File: src/fifc_pkg.sv
// Shared constants and types for the queue, interrupt-pin and filter config bank
package fifc_pkg;
   // Register offsets
   localparam logic [7:0] QUEUE_CTRL_OFS = 8'h28;
   localparam logic [7:0] SAMPLE_CNT_OFS = 8'h29;
   localparam logic [7:0] PIN_ONE_MAP_OFS = 8'h2a;
   localparam logic [7:0] PIN_TWO_MAP_OFS = 8'h2b;
   localparam logic [7:0] RRF_CTRL_OFS = 8'h2c;
   localparam logic [7:0] STATUS_OFS = 8'h30;
   // Reset values
   localparam logic [7:0] QUEUE_CTRL_RST = 8'h00;
   localparam logic [7:0] SAMPLE_CNT_RST = 8'h80;
   localparam logic [7:0] MAP_RST = 8'h00;
   localparam logic [7:0] RRF_CTRL_RST = 8'h13;
   // Field positions
   localparam int SAMPLE_MSB_BIT = 3;
   localparam int TEMP_STORE_BIT = 2;
   localparam int MODE_LSB = 0;
   localparam int POLARITY_BIT = 7;
   localparam int RANGE_LSB = 6;
   localparam int QUARTER_BW_BIT = 4;
   localparam int EXT_TRIG_BIT = 3;
   localparam int RATE_LSB = 0;
   // Rate, range and bandwidth encodings
   localparam logic [2:0] RATE_MAX = 3'h5;
   localparam logic [3:0] SCALE_2G = 4'h2;
   localparam logic [3:0] SCALE_4G = 4'h4;
   localparam logic [3:0] SCALE_8G = 4'h8;
   localparam logic [2:0] BW_DIV_HALF = 3'h2;
   localparam logic [2:0] BW_DIV_QUARTER = 3'h4;
   // Timing, queue depth and push word selects
   localparam int CLK_HZ = 100_000_000;
   localparam int FASTEST_RATE_HZ = 400;
   localparam int FASTEST_PERIOD_CYCLES = CLK_HZ / FASTEST_RATE_HZ;
   localparam int QUEUE_DEPTH_DEF = 512;
   localparam logic [1:0] WORD_X = 2'h0;
   localparam logic [1:0] WORD_Y = 2'h1;
   localparam logic [1:0] WORD_Z = 2'h2;
   localparam logic [1:0] WORD_T = 2'h3;

   typedef enum logic [1:0] {
      QM_OFF = 2'h0,
      QM_OLDEST = 2'h1,
      QM_STREAM = 2'h2,
      QM_TRIGGERED = 2'h3
   } fifc_queue_mode_e;

   typedef enum logic [4:0] {
      PS_IDLE = 5'h01,
      PS_X = 5'h02,
      PS_Y = 5'h04,
      PS_Z = 5'h08,
      PS_T = 5'h10
   } fifc_push_e;

   // Bit order matches the pin map registers
   typedef struct packed {
      logic awake;
      logic stillness;
      logic motion;
      logic overrun;
      logic watermark;
      logic hasData;
      logic newSample;
   } fifc_irq_src_s;

   typedef struct packed {
      fifc_queue_mode_e queueMode;
      logic tempStore;
      logic [8:0] sampleCount;
      logic [3:0] fullScaleG;
      logic [2:0] bwDivisor;
      logic extTrigger;
      logic [2:0] rateCode;
   } fifc_cfg_s;
endpackage

File: src/fifc_config_bank.sv
// Queue, interrupt-pin map and range/rate/filter configuration bank
//
// Function
// - The two-bit queue mode selects off, keep-oldest, streaming or triggered capture.
// - With the temperature-store bit set, a temperature word follows each x, y, z set.
// - Queue control bit 3 is the top bit of the nine-bit sample count, 0 to 511.
// - The nine-bit sample count sets the queue level at which the watermark rises.
// - The low byte of the sample count resets to 0x80 so no watermark follows reset.
// - Each interrupt pin is the OR of all status conditions enabled in its map bits 6:0.
// - Map bit 7 picks pin polarity: 0 active high, 1 active low.
// - With nothing mapped, the pin driver is off and the pin floats on its keeper.
// - Map bits: 6 awake, 5 stillness, 4 motion, 3 overrun, 2 watermark, 1 data, 0 new sample.
// - The second pin map has the same layout and acts on the second pin alone.
// - Every source stays readable as its own status flag whatever the mapping.
// - The bandwidth bit picks a quarter (1) or half (0) of the rate; it resets to 1.
// - With the external trigger bit set, conversions are timed by the second pin as input.
// - The rate field picks 12.5, 25, 50, 100, 200 Hz, and 400 Hz for 101 to 111; reset 011.
// - The range, rate and filter register resets to 0x13.
`timescale 1ns/1ns
module fifc_config_bank #(
   parameter int RATE_BASE_CYCLES = fifc_pkg::FASTEST_PERIOD_CYCLES,
   parameter int QUEUE_DEPTH = fifc_pkg::QUEUE_DEPTH_DEF
) (
   input wire logic mclk,
   input wire logic srst,
   input wire logic ce,
   input wire logic [7:0] regAddr,
   input wire logic [7:0] regWrData,
   input wire logic regWrEn,
   input wire logic regRdEn,
   output logic [7:0] regRdData,
   output logic regRdValid,
   input wire logic srcAwake,
   input wire logic srcStillness,
   input wire logic srcMotion,
   input wire logic srcOverrun,
   input wire logic srcNewSample,
   input wire logic [9:0] queueLevel,
   output logic irqPinOneOut,
   output logic irqPinOneOeN,
   input wire logic irqPinTwoIn,
   output logic irqPinTwoOut,
   output logic irqPinTwoOeN,
   output fifc_pkg::fifc_cfg_s cfg,
   output logic conversionStrobe,
   output logic queuePush,
   output logic [1:0] queueWordSel
);
   logic [7:0] queueCtrl_reg, queueCtrl_next;
   logic [7:0] sampleCnt_reg, sampleCnt_next;
   logic [7:0] pinOneMap_reg, pinOneMap_next;
   logic [7:0] pinTwoMap_reg, pinTwoMap_next;
   logic [7:0] rrfCtrl_reg, rrfCtrl_next;
   fifc_pkg::fifc_cfg_s cfg_reg, cfg_next;
   logic [7:0] rdData_reg, rdData_next;
   logic rdValid_reg, rdValid_next;
   logic pinOneOut_reg, pinOneOut_next, pinOneOeN_reg, pinOneOeN_next;
   logic pinTwoOut_reg, pinTwoOut_next, pinTwoOeN_reg, pinTwoOeN_next;
   fifc_pkg::fifc_push_e push_reg, push_next;
   logic qPush_reg, qPush_next;
   logic [1:0] wordSel_reg, wordSel_next;
   fifc_pkg::fifc_irq_src_s flags;
   logic [8:0] sampleCount;
   logic watermark, startOk;
   logic [2:0] rateSel, setWords;
   logic strobe;

   assign sampleCount = {queueCtrl_reg[fifc_pkg::SAMPLE_MSB_BIT], sampleCnt_reg};
   assign watermark = {1'b0, sampleCount} <= queueLevel;
   assign flags = {srcAwake, srcStillness, srcMotion, srcOverrun,
                   watermark, queueLevel != 10'h000, srcNewSample};

   // Register writes and derived configuration
   always_comb begin
      queueCtrl_next = queueCtrl_reg;
      sampleCnt_next = sampleCnt_reg;
      pinOneMap_next = pinOneMap_reg;
      pinTwoMap_next = pinTwoMap_reg;
      rrfCtrl_next = rrfCtrl_reg;
      if (regWrEn) begin
         case (regAddr)
            fifc_pkg::QUEUE_CTRL_OFS: queueCtrl_next = regWrData;
            fifc_pkg::SAMPLE_CNT_OFS: sampleCnt_next = regWrData;
            fifc_pkg::PIN_ONE_MAP_OFS: pinOneMap_next = regWrData;
            fifc_pkg::PIN_TWO_MAP_OFS: pinTwoMap_next = regWrData;
            fifc_pkg::RRF_CTRL_OFS: rrfCtrl_next = regWrData;
            default: ;
         endcase
      end
      rateSel = rrfCtrl_next[fifc_pkg::RATE_LSB +: 3];
      cfg_next.queueMode = fifc_pkg::fifc_queue_mode_e'(
         queueCtrl_next[fifc_pkg::MODE_LSB +: 2]);
      cfg_next.tempStore = queueCtrl_next[fifc_pkg::TEMP_STORE_BIT];
      cfg_next.sampleCount = {queueCtrl_next[fifc_pkg::SAMPLE_MSB_BIT], sampleCnt_next};
      if (rrfCtrl_next[fifc_pkg::RANGE_LSB + 1]) begin
         cfg_next.fullScaleG = fifc_pkg::SCALE_8G;
      end else if (rrfCtrl_next[fifc_pkg::RANGE_LSB]) begin
         cfg_next.fullScaleG = fifc_pkg::SCALE_4G;
      end else begin
         cfg_next.fullScaleG = fifc_pkg::SCALE_2G;
      end
      cfg_next.bwDivisor = rrfCtrl_next[fifc_pkg::QUARTER_BW_BIT] ?
         fifc_pkg::BW_DIV_QUARTER : fifc_pkg::BW_DIV_HALF;
      cfg_next.extTrigger = rrfCtrl_next[fifc_pkg::EXT_TRIG_BIT];
      cfg_next.rateCode = (rateSel > fifc_pkg::RATE_MAX) ? fifc_pkg::RATE_MAX : rateSel;
   end

   // Reads: unmapped offsets return zero
   always_comb begin
      rdValid_next = regRdEn;
      rdData_next = rdData_reg;
      if (regRdEn) begin
         case (regAddr)
            fifc_pkg::QUEUE_CTRL_OFS: rdData_next = queueCtrl_reg;
            fifc_pkg::SAMPLE_CNT_OFS: rdData_next = sampleCnt_reg;
            fifc_pkg::PIN_ONE_MAP_OFS: rdData_next = pinOneMap_reg;
            fifc_pkg::PIN_TWO_MAP_OFS: rdData_next = pinTwoMap_reg;
            fifc_pkg::RRF_CTRL_OFS: rdData_next = rrfCtrl_reg;
            fifc_pkg::STATUS_OFS: rdData_next = {1'b0, flags};
            default: rdData_next = 8'h00;
         endcase
      end
   end

   // Pin drivers; disabled drivers park the data low
   always_comb begin
      pinOneOut_next = 1'b0;
      pinOneOeN_next = 1'b1;
      pinTwoOut_next = 1'b0;
      pinTwoOeN_next = 1'b1;
      if (|pinOneMap_reg[6:0]) begin
         pinOneOeN_next = 1'b0;
         pinOneOut_next = (|(pinOneMap_reg[6:0] & flags))
                          ^ pinOneMap_reg[fifc_pkg::POLARITY_BIT];
      end
      // Pin two turns input while the external trigger owns it
      if ((|pinTwoMap_reg[6:0]) && !cfg_reg.extTrigger) begin
         pinTwoOeN_next = 1'b0;
         pinTwoOut_next = (|(pinTwoMap_reg[6:0] & flags))
                          ^ pinTwoMap_reg[fifc_pkg::POLARITY_BIT];
      end
   end

   // Queue push sequencer, one word per cycle after each conversion
   assign setWords = cfg_reg.tempStore ? 3'h4 : 3'h3;
   // Keep-oldest stops once a whole set no longer fits
   assign startOk = (cfg_reg.queueMode != fifc_pkg::QM_OFF) &&
      !(cfg_reg.queueMode == fifc_pkg::QM_OLDEST &&
        (11'(queueLevel) + 11'(setWords)) > 11'(QUEUE_DEPTH));

   always_comb begin
      push_next = push_reg;
      unique case (push_reg)
         fifc_pkg::PS_IDLE: begin
            if (strobe && startOk) begin
               push_next = fifc_pkg::PS_X;
            end
         end
         fifc_pkg::PS_X: push_next = fifc_pkg::PS_Y;
         fifc_pkg::PS_Y: push_next = fifc_pkg::PS_Z;
         fifc_pkg::PS_Z: push_next = cfg_reg.tempStore ? fifc_pkg::PS_T : fifc_pkg::PS_IDLE;
         fifc_pkg::PS_T: push_next = fifc_pkg::PS_IDLE;
         default: push_next = fifc_pkg::PS_IDLE;
      endcase
      qPush_next = push_next != fifc_pkg::PS_IDLE;
      unique case (push_next)
         fifc_pkg::PS_Y: wordSel_next = fifc_pkg::WORD_Y;
         fifc_pkg::PS_Z: wordSel_next = fifc_pkg::WORD_Z;
         fifc_pkg::PS_T: wordSel_next = fifc_pkg::WORD_T;
         default: wordSel_next = fifc_pkg::WORD_X;
      endcase
   end

   // Reset acts even while the clock enable is low
   always_ff @(posedge mclk) begin
      if (srst) begin
         queueCtrl_reg <= fifc_pkg::QUEUE_CTRL_RST;
         sampleCnt_reg <= fifc_pkg::SAMPLE_CNT_RST;
         pinOneMap_reg <= fifc_pkg::MAP_RST;
         pinTwoMap_reg <= fifc_pkg::MAP_RST;
         rrfCtrl_reg <= fifc_pkg::RRF_CTRL_RST;
         cfg_reg <= {fifc_pkg::QM_OFF, 1'b0, 9'h080, fifc_pkg::SCALE_2G,
                     fifc_pkg::BW_DIV_QUARTER, 1'b0, 3'h3};
         rdData_reg <= 8'h00;
         rdValid_reg <= 1'b0;
         pinOneOut_reg <= 1'b0;
         pinOneOeN_reg <= 1'b1;
         pinTwoOut_reg <= 1'b0;
         pinTwoOeN_reg <= 1'b1;
         push_reg <= fifc_pkg::PS_IDLE;
         qPush_reg <= 1'b0;
         wordSel_reg <= fifc_pkg::WORD_X;
      end else if (ce) begin
         queueCtrl_reg <= queueCtrl_next;
         sampleCnt_reg <= sampleCnt_next;
         pinOneMap_reg <= pinOneMap_next;
         pinTwoMap_reg <= pinTwoMap_next;
         rrfCtrl_reg <= rrfCtrl_next;
         cfg_reg <= cfg_next;
         rdData_reg <= rdData_next;
         rdValid_reg <= rdValid_next;
         pinOneOut_reg <= pinOneOut_next;
         pinOneOeN_reg <= pinOneOeN_next;
         pinTwoOut_reg <= pinTwoOut_next;
         pinTwoOeN_reg <= pinTwoOeN_next;
         push_reg <= push_next;
         qPush_reg <= qPush_next;
         wordSel_reg <= wordSel_next;
      end
   end

   fifc_sample_timer #(
      .BASE_CYCLES(RATE_BASE_CYCLES)
   ) u_timer (
      .mclk(mclk),
      .srst(srst),
      .ce(ce),
      .rateCode(cfg_reg.rateCode),
      .extTrigger(cfg_reg.extTrigger),
      .trigPinIn(irqPinTwoIn),
      .strobe(strobe)
   );

   assign regRdData = rdData_reg;
   assign regRdValid = rdValid_reg;
   assign irqPinOneOut = pinOneOut_reg;
   assign irqPinOneOeN = pinOneOeN_reg;
   assign irqPinTwoOut = pinTwoOut_reg;
   assign irqPinTwoOeN = pinTwoOeN_reg;
   assign cfg = cfg_reg;
   assign conversionStrobe = strobe;
   assign queuePush = qPush_reg;
   assign queueWordSel = wordSel_reg;

   property p_off_no_push;
      @(posedge mclk) disable iff (srst)
      ce && cfg_reg.queueMode == fifc_pkg::QM_OFF && push_reg == fifc_pkg::PS_IDLE
      |=> !queuePush;
   endproperty
   a_off_no_push: assert property (p_off_no_push) else $error("push while queue off");

   property p_temp_word;
      @(posedge mclk) disable iff (srst)
      ce && push_reg == fifc_pkg::PS_Z && cfg_reg.tempStore
      |=> queuePush && queueWordSel == fifc_pkg::WORD_T;
   endproperty
   a_temp_word: assert property (p_temp_word) else $error("temperature word missing");

   property p_count_msb;
      @(posedge mclk) disable iff (srst)
      $rose(rdValid_reg) && $past(regAddr) == fifc_pkg::QUEUE_CTRL_OFS && !$past(regWrEn)
      |-> regRdData[fifc_pkg::SAMPLE_MSB_BIT] == cfg.sampleCount[8];
   endproperty
   a_count_msb: assert property (p_count_msb) else $error("count msb mismatch");

   property p_watermark;
      @(posedge mclk) disable iff (srst)
      ce && regRdEn && regAddr == fifc_pkg::STATUS_OFS
      |=> regRdData[2] == ({1'b0, $past(cfg_reg.sampleCount)} <= $past(queueLevel));
   endproperty
   a_watermark: assert property (p_watermark) else $error("watermark flag wrong");

   property p_reset_vals;
      @(posedge mclk) disable iff (srst)
      $fell(srst) |-> sampleCnt_reg == 8'h80 && rrfCtrl_reg == 8'h13
         && cfg.rateCode == 3'h3 && cfg.bwDivisor == 3'h4;
   endproperty
   a_reset_vals: assert property (p_reset_vals) else $error("reset value wrong");

   property p_pin_one;
      @(posedge mclk) disable iff (srst)
      ce && (|pinOneMap_reg[6:0])
      |=> !irqPinOneOeN && irqPinOneOut ==
         ((|($past(pinOneMap_reg[6:0]) & $past(flags))) ^ $past(pinOneMap_reg[7]));
   endproperty
   a_pin_one: assert property (p_pin_one) else $error("pin one level wrong");

   property p_pin_off;
      @(posedge mclk) disable iff (srst)
      ce && pinOneMap_reg[6:0] == 7'h00 |=> irqPinOneOeN;
   endproperty
   a_pin_off: assert property (p_pin_off) else $error("unmapped pin driven");

   property p_pin_two;
      @(posedge mclk) disable iff (srst)
      ce && (|pinTwoMap_reg[6:0]) && !cfg_reg.extTrigger
      |=> !irqPinTwoOeN && irqPinTwoOut ==
         ((|($past(pinTwoMap_reg[6:0]) & $past(flags))) ^ $past(pinTwoMap_reg[7]));
   endproperty
   a_pin_two: assert property (p_pin_two) else $error("pin two level wrong");

   property p_ext_release;
      @(posedge mclk) disable iff (srst)
      ce && cfg_reg.extTrigger |=> irqPinTwoOeN;
   endproperty
   a_ext_release: assert property (p_ext_release) else $error("trigger pin driven");

   property p_rate_clamp;
      @(posedge mclk) disable iff (srst)
      cfg.rateCode == ((rrfCtrl_reg[2:0] > 3'h5) ? 3'h5 : rrfCtrl_reg[2:0]);
   endproperty
   a_rate_clamp: assert property (p_rate_clamp) else $error("rate code wrong");

   property p_range;
      @(posedge mclk) disable iff (srst)
      cfg.fullScaleG == (rrfCtrl_reg[7] ? 4'h8 : (rrfCtrl_reg[6] ? 4'h4 : 4'h2));
   endproperty
   a_range: assert property (p_range) else $error("full scale wrong");

   c_temp_set: cover property (@(posedge mclk) disable iff (srst)
      queuePush && queueWordSel == fifc_pkg::WORD_T);
   c_pin_low: cover property (@(posedge mclk) disable iff (srst)
      !irqPinOneOeN && pinOneMap_reg[7] && !irqPinOneOut);
   c_ext_strobe: cover property (@(posedge mclk) disable iff (srst)
      cfg.extTrigger && conversionStrobe);
   c_oldest_full: cover property (@(posedge mclk) disable iff (srst)
      strobe && cfg_reg.queueMode == fifc_pkg::QM_OLDEST && !startOk);
endmodule // fifc_config_bank

File: src/fifc_sample_timer.sv
// Conversion strobe from the internal rate timer or the external trigger pin
`timescale 1ns/1ns
module fifc_sample_timer #(
   parameter int BASE_CYCLES = fifc_pkg::FASTEST_PERIOD_CYCLES
) (
   input wire logic mclk,
   input wire logic srst,
   input wire logic ce,
   input wire logic [2:0] rateCode,
   input wire logic extTrigger,
   input wire logic trigPinIn,
   output logic strobe
);
   localparam int CNT_W = $clog2(BASE_CYCLES * 32 + 1);

   logic sync1_reg, sync2_reg, sync3_reg;
   logic sync1_next, sync2_next, sync3_next;
   logic [CNT_W-1:0] cnt_reg, cnt_next, period;
   logic strobe_reg, strobe_next;

   always_comb begin
      sync1_next = trigPinIn;
      sync2_next = sync1_reg;
      sync3_next = sync2_reg;
      // Slowest rate is 32 times the fastest period
      period = CNT_W'(BASE_CYCLES) << (fifc_pkg::RATE_MAX - rateCode);
      cnt_next = cnt_reg + CNT_W'(1);
      strobe_next = 1'b0;
      if (extTrigger) begin
         // Rising edge of the pin starts a conversion
         cnt_next = '0;
         strobe_next = sync2_reg & ~sync3_reg;
      end else if (cnt_reg >= period - CNT_W'(1)) begin
         // Compare with >= so a shorter period takes effect at once
         cnt_next = '0;
         strobe_next = 1'b1;
      end
   end

   always_ff @(posedge mclk) begin
      if (srst) begin
         sync1_reg <= 1'b0;
         sync2_reg <= 1'b0;
         sync3_reg <= 1'b0;
         cnt_reg <= '0;
         strobe_reg <= 1'b0;
      end else if (ce) begin
         sync1_reg <= sync1_next;
         sync2_reg <= sync2_next;
         sync3_reg <= sync3_next;
         cnt_reg <= cnt_next;
         strobe_reg <= strobe_next;
      end
   end

   assign strobe = strobe_reg;
endmodule // fifc_sample_timer

File: config.mk
export PLATFORM = sky130hd
export DESIGN_NAME = fifc_config_bank
export DESIGN_NICKNAME = d
export VERILOG_FILES = /design/src/fifc_pkg.sv /design/src/fifc_config_bank.sv /design/src/fifc_sample_timer.sv
export SDC_FILE = /design/constraint.sdc
export NUM_CORES = 1
export LEC_CHECK = 0
export ABC_AREA = 1
export BUFFER_PORTS_ARGS = -buffer_cell sky130_fd_sc_hd__buf_4
export CORE_MARGIN = 2
export CORE_UTILIZATION = 45
export CTS_BUF_LIST = sky130_fd_sc_hd__clkbuf_4
export CTS_CLUSTER_DIAMETER = 60
export CTS_CLUSTER_SIZE = 30
export DETAILED_ROUTE_END_ITERATION = 10
export PLACE_DENSITY = 0.66
export SYNTH_ARGS = -nofsm -noshare
export SYNTH_HDL_FRONTEND = slang
export SYNTH_HIERARCHICAL = 1
export SYNTH_SLANG_ARGS = --single-unit
File: constraint.sdc
create_clock -name mclk -period 7.2 [get_ports mclk]
set_input_delay 0.72 -clock mclk [delete_from_list [all_inputs] [get_ports mclk]]
set_output_delay 0.72 -clock mclk [all_outputs]
set_load 0.1 [all_outputs]
== Yosys cells after proc, flatten, opt, wreduce, memory -nomap -nowiden ==
Cells that the tools add are included.

* Flip-flop bits (word level): 111
* Bits in latches: 0
* Bits in writable memories: 0
* Bits in read-only memories: 0
* Input port bits: 37
* Output and inout bits: 40
* Word-level logic and storage cells: 99
* Memories: 0

* $add $sub $neg: 4
* Multiply operators: 0
* Div/mod/pow operators: 0
* Order comparisons: 4
* Equal/unequal tests: 15
* Shift-type cells: 1
* Mux-type cells: 24
* Bitwise operators: 6
* Reductions and logical operators: 17

{| class="wikitable"
|+ Operator list
! kind !! count
|-
| $eq A8 B6 Y1 const B || 6
|-
| $pmux W8 S6 || 1
|-
| $mux W23 || 2
|-
| $mux W8 || 4
|-
| $reduce_or A7 Y1 || 4
|-
| $add A23 B1 Y23 const B || 1
|-
| $ge A23 B23 Y1 || 1
|-
| $shl A18 B3 Y23 const A || 1
|-
| $sub A23 B1 Y23 const B || 1
|-
| $pmux W5 S4 || 1
|-
| $and A7 B7 Y7 || 2
|-
| $mux W3 || 4
|-
| $mux W4 || 3
|-
| $reduce_and A3 Y1 || 4
|-
| $add A10 B3 Y11 || 1
|-
| $gt A11 B10 Y1 const B || 1
|-
| $eq A5 B3 Y1 const B || 2
|-
| $eq A5 B4 Y1 const B || 2
|-
| $le A9 B10 Y1 || 1
|-
| $mux W5 || 2
|-
| $reduce_bool A10 Y1 || 1
|-
| $mux W1 || 6
|-
| $pmux W2 S3 || 1
|-
| $eq A5 B1 Y1 const B || 1
|-
| other kinds (13) || 18
|}

== Logic depth before layout (Yosys ltp) ==
* Word-level depth: 11
* Gate-level depth with buffers: 19
* Gate-level depth less buffers: 18

== By module ==
Netlist, hierarchy kept.

{| class="wikitable"
|+ By module, submodules not included
! module !! times used !! cells an instance !! area an instance (sq um) !! sequential area each (sq um)
|-
| fifc_config_bank || 1 || 519 || 3,632.2 || 1,341.3
|-
| fifc_sample_timer || 1 || 395 || 2,543.7 || 540.5
|}

== Least setup slack after synthesis ==
OpenSTA, ideal clock, no wires.

* Kind: register to register
* From: register cfg_reg, in the netlist cfg[1]
* To: register u_timer.cnt_reg[13]
* Library setup time: 67 ps
* Arrival: 3,744 ps
* Required time: 7,133 ps
* Slack: 3,389 ps
* Cell stages (with the launch flop): 19
* Path buffers: 2
* Clock period less this slack: 3,811 ps
* Cell sequence: dfxtp_1 inv_1 ha_1 clkbuf_1 or2_2 nor2_1 nand3_1 o221ai_1 ha_1 nand2_1 nor2_1 nand2_1 nor2_1 nand2_1 nand2_1 nor2_4 buf_6 nand3_1 a21oi_2

* Cells in the longest elaborated chain, start to end: 6

{| class="wikitable"
|+ RTL lines
! element !! RTL line !! source
|-
| start: declaration || fifc_config_bank.sv:54 || <nowiki>fifc_pkg::fifc_cfg_s cfg_reg, cfg_next;</nowiki>
|-
| start signal: assignment || fifc_config_bank.sv:182 || <nowiki>cfg_reg <= {fifc_pkg::QM_OFF, 1'b0, 9'h080, fifc_pkg::SCALE_2G,</nowiki>
|-
| start signal: assignment || fifc_config_bank.sv:199 || <nowiki>cfg_reg <= cfg_next;</nowiki>
|-
| $sub A3 B3 Y3 || fifc_sample_timer.sv:26 || <nowiki>period = CNT_W'(BASE_CYCLES) << (fifc_pkg::RATE_MAX - rateCode);</nowiki>
|-
| $shl A18 B3 Y23 || fifc_sample_timer.sv:26 ||
|-
| $sub A23 B1 Y23 || fifc_sample_timer.sv:33 || <nowiki>end else if (cnt_reg >= period - CNT_W'(1)) begin</nowiki>
|-
| $ge A23 B23 Y1 || fifc_sample_timer.sv:33 ||
|-
| $mux W23 || fifc_sample_timer.sv:33 ||
|-
| $mux W23 || fifc_sample_timer.sv:29 || <nowiki>if (extTrigger) begin</nowiki>
|-
| end signal: assignment || fifc_sample_timer.sv:51 || <nowiki>cnt_reg <= cnt_next;</nowiki>
|-
| end: declaration || fifc_sample_timer.sv:18 || <nowiki>logic [CNT_W-1:0] cnt_reg, cnt_next, period;</nowiki>
|}

Every way passes these cells.
A chain may end at the register's enable or synchronous reset.

== Worst setup path after layout ==
* From: register cfg_reg, in the netlist cfg[1]
* To: register u_timer.cnt_reg[15]

The elaborated chain is that of the path after synthesis.

==> flow_summary_export.csv <==
group,metric,value,unit
clock_tree,cts_resized,0,
place,port_buffers,74,
clock_tree,htreeDepth,3,
outcome,outcome,"finished, final reports clean",
clock_tree,numCtsBuffers,9,
clock_tree,cts_buffer_depth,2,
floorplanning,dieArea,0.0147,sq mm
layout,largest_reg_flops,23,
critical_path,reg2reg_slack,3.21,ns
place,dpl.hpwl,12.6,mm
yosys,netlist_instances,914,
yosys,synth_ff_type,"dfxtp_1",
yosys,synth-edff-count,0,
critical_path,cp.arrival,4.38,ns
clock_tree,cts_sinks,94,
floorplanning,start_util,0.463,
yosys,ys_ff_latch,94,
global_routing,grt_first_pass_wirelength,27.2,mm
critical_path,critical_path.endpoint,"u_timer/cnt_reg[15]",
route,drc_errors,0,
sta,setup_ws,3.21,ns
global_routing,grt_overflow,0,
layout,diodes,0,
place,gp_congestion,0.920,
sta,rsz0062_at_grt,"no",
yosys,synth.distinct_cells,55,
floorplanning,die_x,121,microns
global_routing,grt_pass1_vias,5397,
pwr,power_density,144,mW/mm^2
yosys,postSynthAreaPerCell,6.76,sq um
sta,worst_pin_slew,0.952,ns
layout,layout_common_cells,"nand2_1 (229), inv_1 (108), dfxtp_1 (94)",
critical_path,startpoint,"cfg[1]",
sta,slew_headroom,0.365,
min_path,hold_class,"register to register",
route,wl_per_cell,14.7,microns
yosys,ys_seq_area_frac,0.305,
global_routing,grt_usage,0.233,
route,ant_nets,0,
clock_tree,cts-root-buf,"clkbuf_4",
sta,post-route-min-period,3.99,ns
global_routing,antenna_found_initial,0,
route,routed_wirelength,16.8,mm
clock_tree,clock_latency,0.47,ns
layout,final_common_cell,"nand2_1",
floorplanning,die_h,121,microns
critical_path,crit_path_end_kind,"register",
sta,finalSetupTns,0,ns
pwr,ir_drop,0.114,mV
sta,min_period_over_period,0.555,
min_path,min_path_cells,2,
place,dp_slack,3.27,ns
yosys,synthArstFlopShare,0,
yosys,yosysWarnings,6,
yosys,netlist_area,0.00618,sq mm
layout,fillCellCount,1391,
route,vias,5935,
critical_path,cp_max_fo,23,
clock_tree,post_cts_buffers,0,
sta,clock_skew,0.0118,ns
layout,multi_input_area,0.00365,sq mm
critical_path,regToRegEndpoint,"u_timer/cnt_reg[15]",
layout,register_area,0.00188,sq mm
critical_path,r2r-start,"cfg[1]",
layout,nets,1046,
pwr,p_leak,3.16,nW
critical_path,cp_data_required_time,7.59,ns
layout,drive_gt1_frac,0.127,
route,drtPass1Iterations,5,
critical_path,ff2ff_path_depth,18,
route,first_iter_violations,376,
clock_tree,clkTransAtPathRegs,0.15,ns
floorplanning,fp.coreArea,0.0133,sq mm
clock_tree,cts_tree,"done",
sta,hold_violations,0,
sta,report.final.slew_viol_count,0,
floorplanning,placementRows,42,
global_routing,grt_max_degree,61,
clock_tree,hold_buffers,0,
route,vias_per_cell,5.18,
sta,final-setup-viol-count,0,
critical_path,critical_path_class,"register to register",
run,drv_cap,0,
sta,fmax,250,MHz
floorplanning,io_pins,77,
layout,area_delta_synth_final,11.3,%
critical_path,cp-start-kind,"register",
## how the worst min path moves through the flow
stage	startpoint	to	slack, ns
after detailed placement	queueCtrl_reg[5]	queueCtrl_reg[5]	0.45
after floorplan	rrfCtrl_reg[5]	rrfCtrl_reg[5]	0.42
final	u_timer/sync1_reg	u_timer/sync1_reg	0.48
after CTS	irqPinTwoIn	u_timer/sync1_reg	0.47
after global placement	queueCtrl_reg[5]	queueCtrl_reg[5]	0.45
after global routing	irqPinTwoIn	u_timer/sync1_reg	0.47
## power breakdown
group	internal (W)	switching, W
logic	0.0000483	0.000109
registers	0.000528	0.00000811
clock network	0.000110	0.000189
## stage by stage
stage / hold WS [ns] / cells / utilization / instance area [sq um] / total power (W)
3_3_place_gp: 0.449 / 1129 / 0.505 / 6740 / 0.000704
6_report: 0.475 / 1145 / 0.515 / 6880 / 0.000993
3_5_place_dp: 0.450 / 1129 / 0.505 / 6740 / 0.000704
4_1_cts: 0.466 / 1145 / 0.515 / 6880 / 0.00100
2_1_floorplan: 0.425 / 915 / - / 6180 / 0.000655
5_1_grt: 0.467 / 1145 / 0.515 / 6880 / 0.00104
## synthesized netlist by cell type, types with 4 or more instances
cell / n / share of area
a211oi_1: 10 / 0.012
a21oi_1: 80 / 0.065
buf_2: 5 / 0.0041
buf_4: 10 / 0.012
buf_6: 5 / 0.0091
clkbuf_1: 15 / 0.0091
dfxtp_1: 94 / 0.30
ha_1: 44 / 0.089
inv_1: 108 / 0.066
nand2_1: 229 / 0.14
nand2_2: 5 / 0.0051
nand3_1: 52 / 0.042
nand3_2: 4 / 0.0065
nand4_1: 10 / 0.010
nor2_1: 78 / 0.047
nor2_2: 6 / 0.0061
nor2_4: 4 / 0.0073
nor3_1: 15 / 0.012
o211ai_1: 7 / 0.0085
o21ai_0: 56 / 0.045
o22ai_1: 7 / 0.0071
o31ai_1: 4 / 0.0049
or2_2: 4 / 0.0041
xnor2_1: 8 / 0.011
xor2_1: 8 / 0.011
## per-layer routing
metal / share of wire / global-route usage
met5: 0 / 0
met4: 0.020 / 0.0618
met3: 0.052 / 0.0475
met2: 0.47 / 0.389
met1: 0.45 / 0.307
## kinds of logic after synthesis
group | Yosys count | share of synthesized area
AOI/OAI and AO/OA | 188 | 0.173
xor gates and xnor gates | 16 | 0.0227
adders and majority gates | 45 | 0.0924
buffers and inverters | 150 | 0.105
DFF | 94 | 0.305
muxes | 1 | 0.00162
other | 1 | 0.000607
and+or+nand+nor | 419 | 0.299
## final cells by class
| cell class | instances | area share |
|---|---|---|
| Tap cell | 176 | 0.0320 |
| Multi-Input combinational cell | 671 | 0.530 |
| Clock inverter | 6 | 0.00892 |
| Sequential cell | 94 | 0.274 |
| Clock buffer | 10 | 0.0109 |
| Timing Repair Buffer | 75 | 0.0819 |
| Inverter | 113 | 0.0621 |
## critical path: stages, from the launching register on
cell and delay, ns:
dfxtp_1 0.55, inv_1 0.24, ha_1 0.60, inv_1 0.22, nor2_1 0.17, nor2_1 0.07
nor3_1 0.28, nor3_1 0.10, xnor2_1 0.14, ha_1 0.27, nand2_1 0.08, inv_1 0.04
nand2_1 0.05, nand2_1 0.04, a21oi_1 0.13, nand2_1 0.12, nor2_4 0.49, nand3_1 0.13
a21oi_1 0.18
No activity file was read; power rests on OpenSTA's default activity.
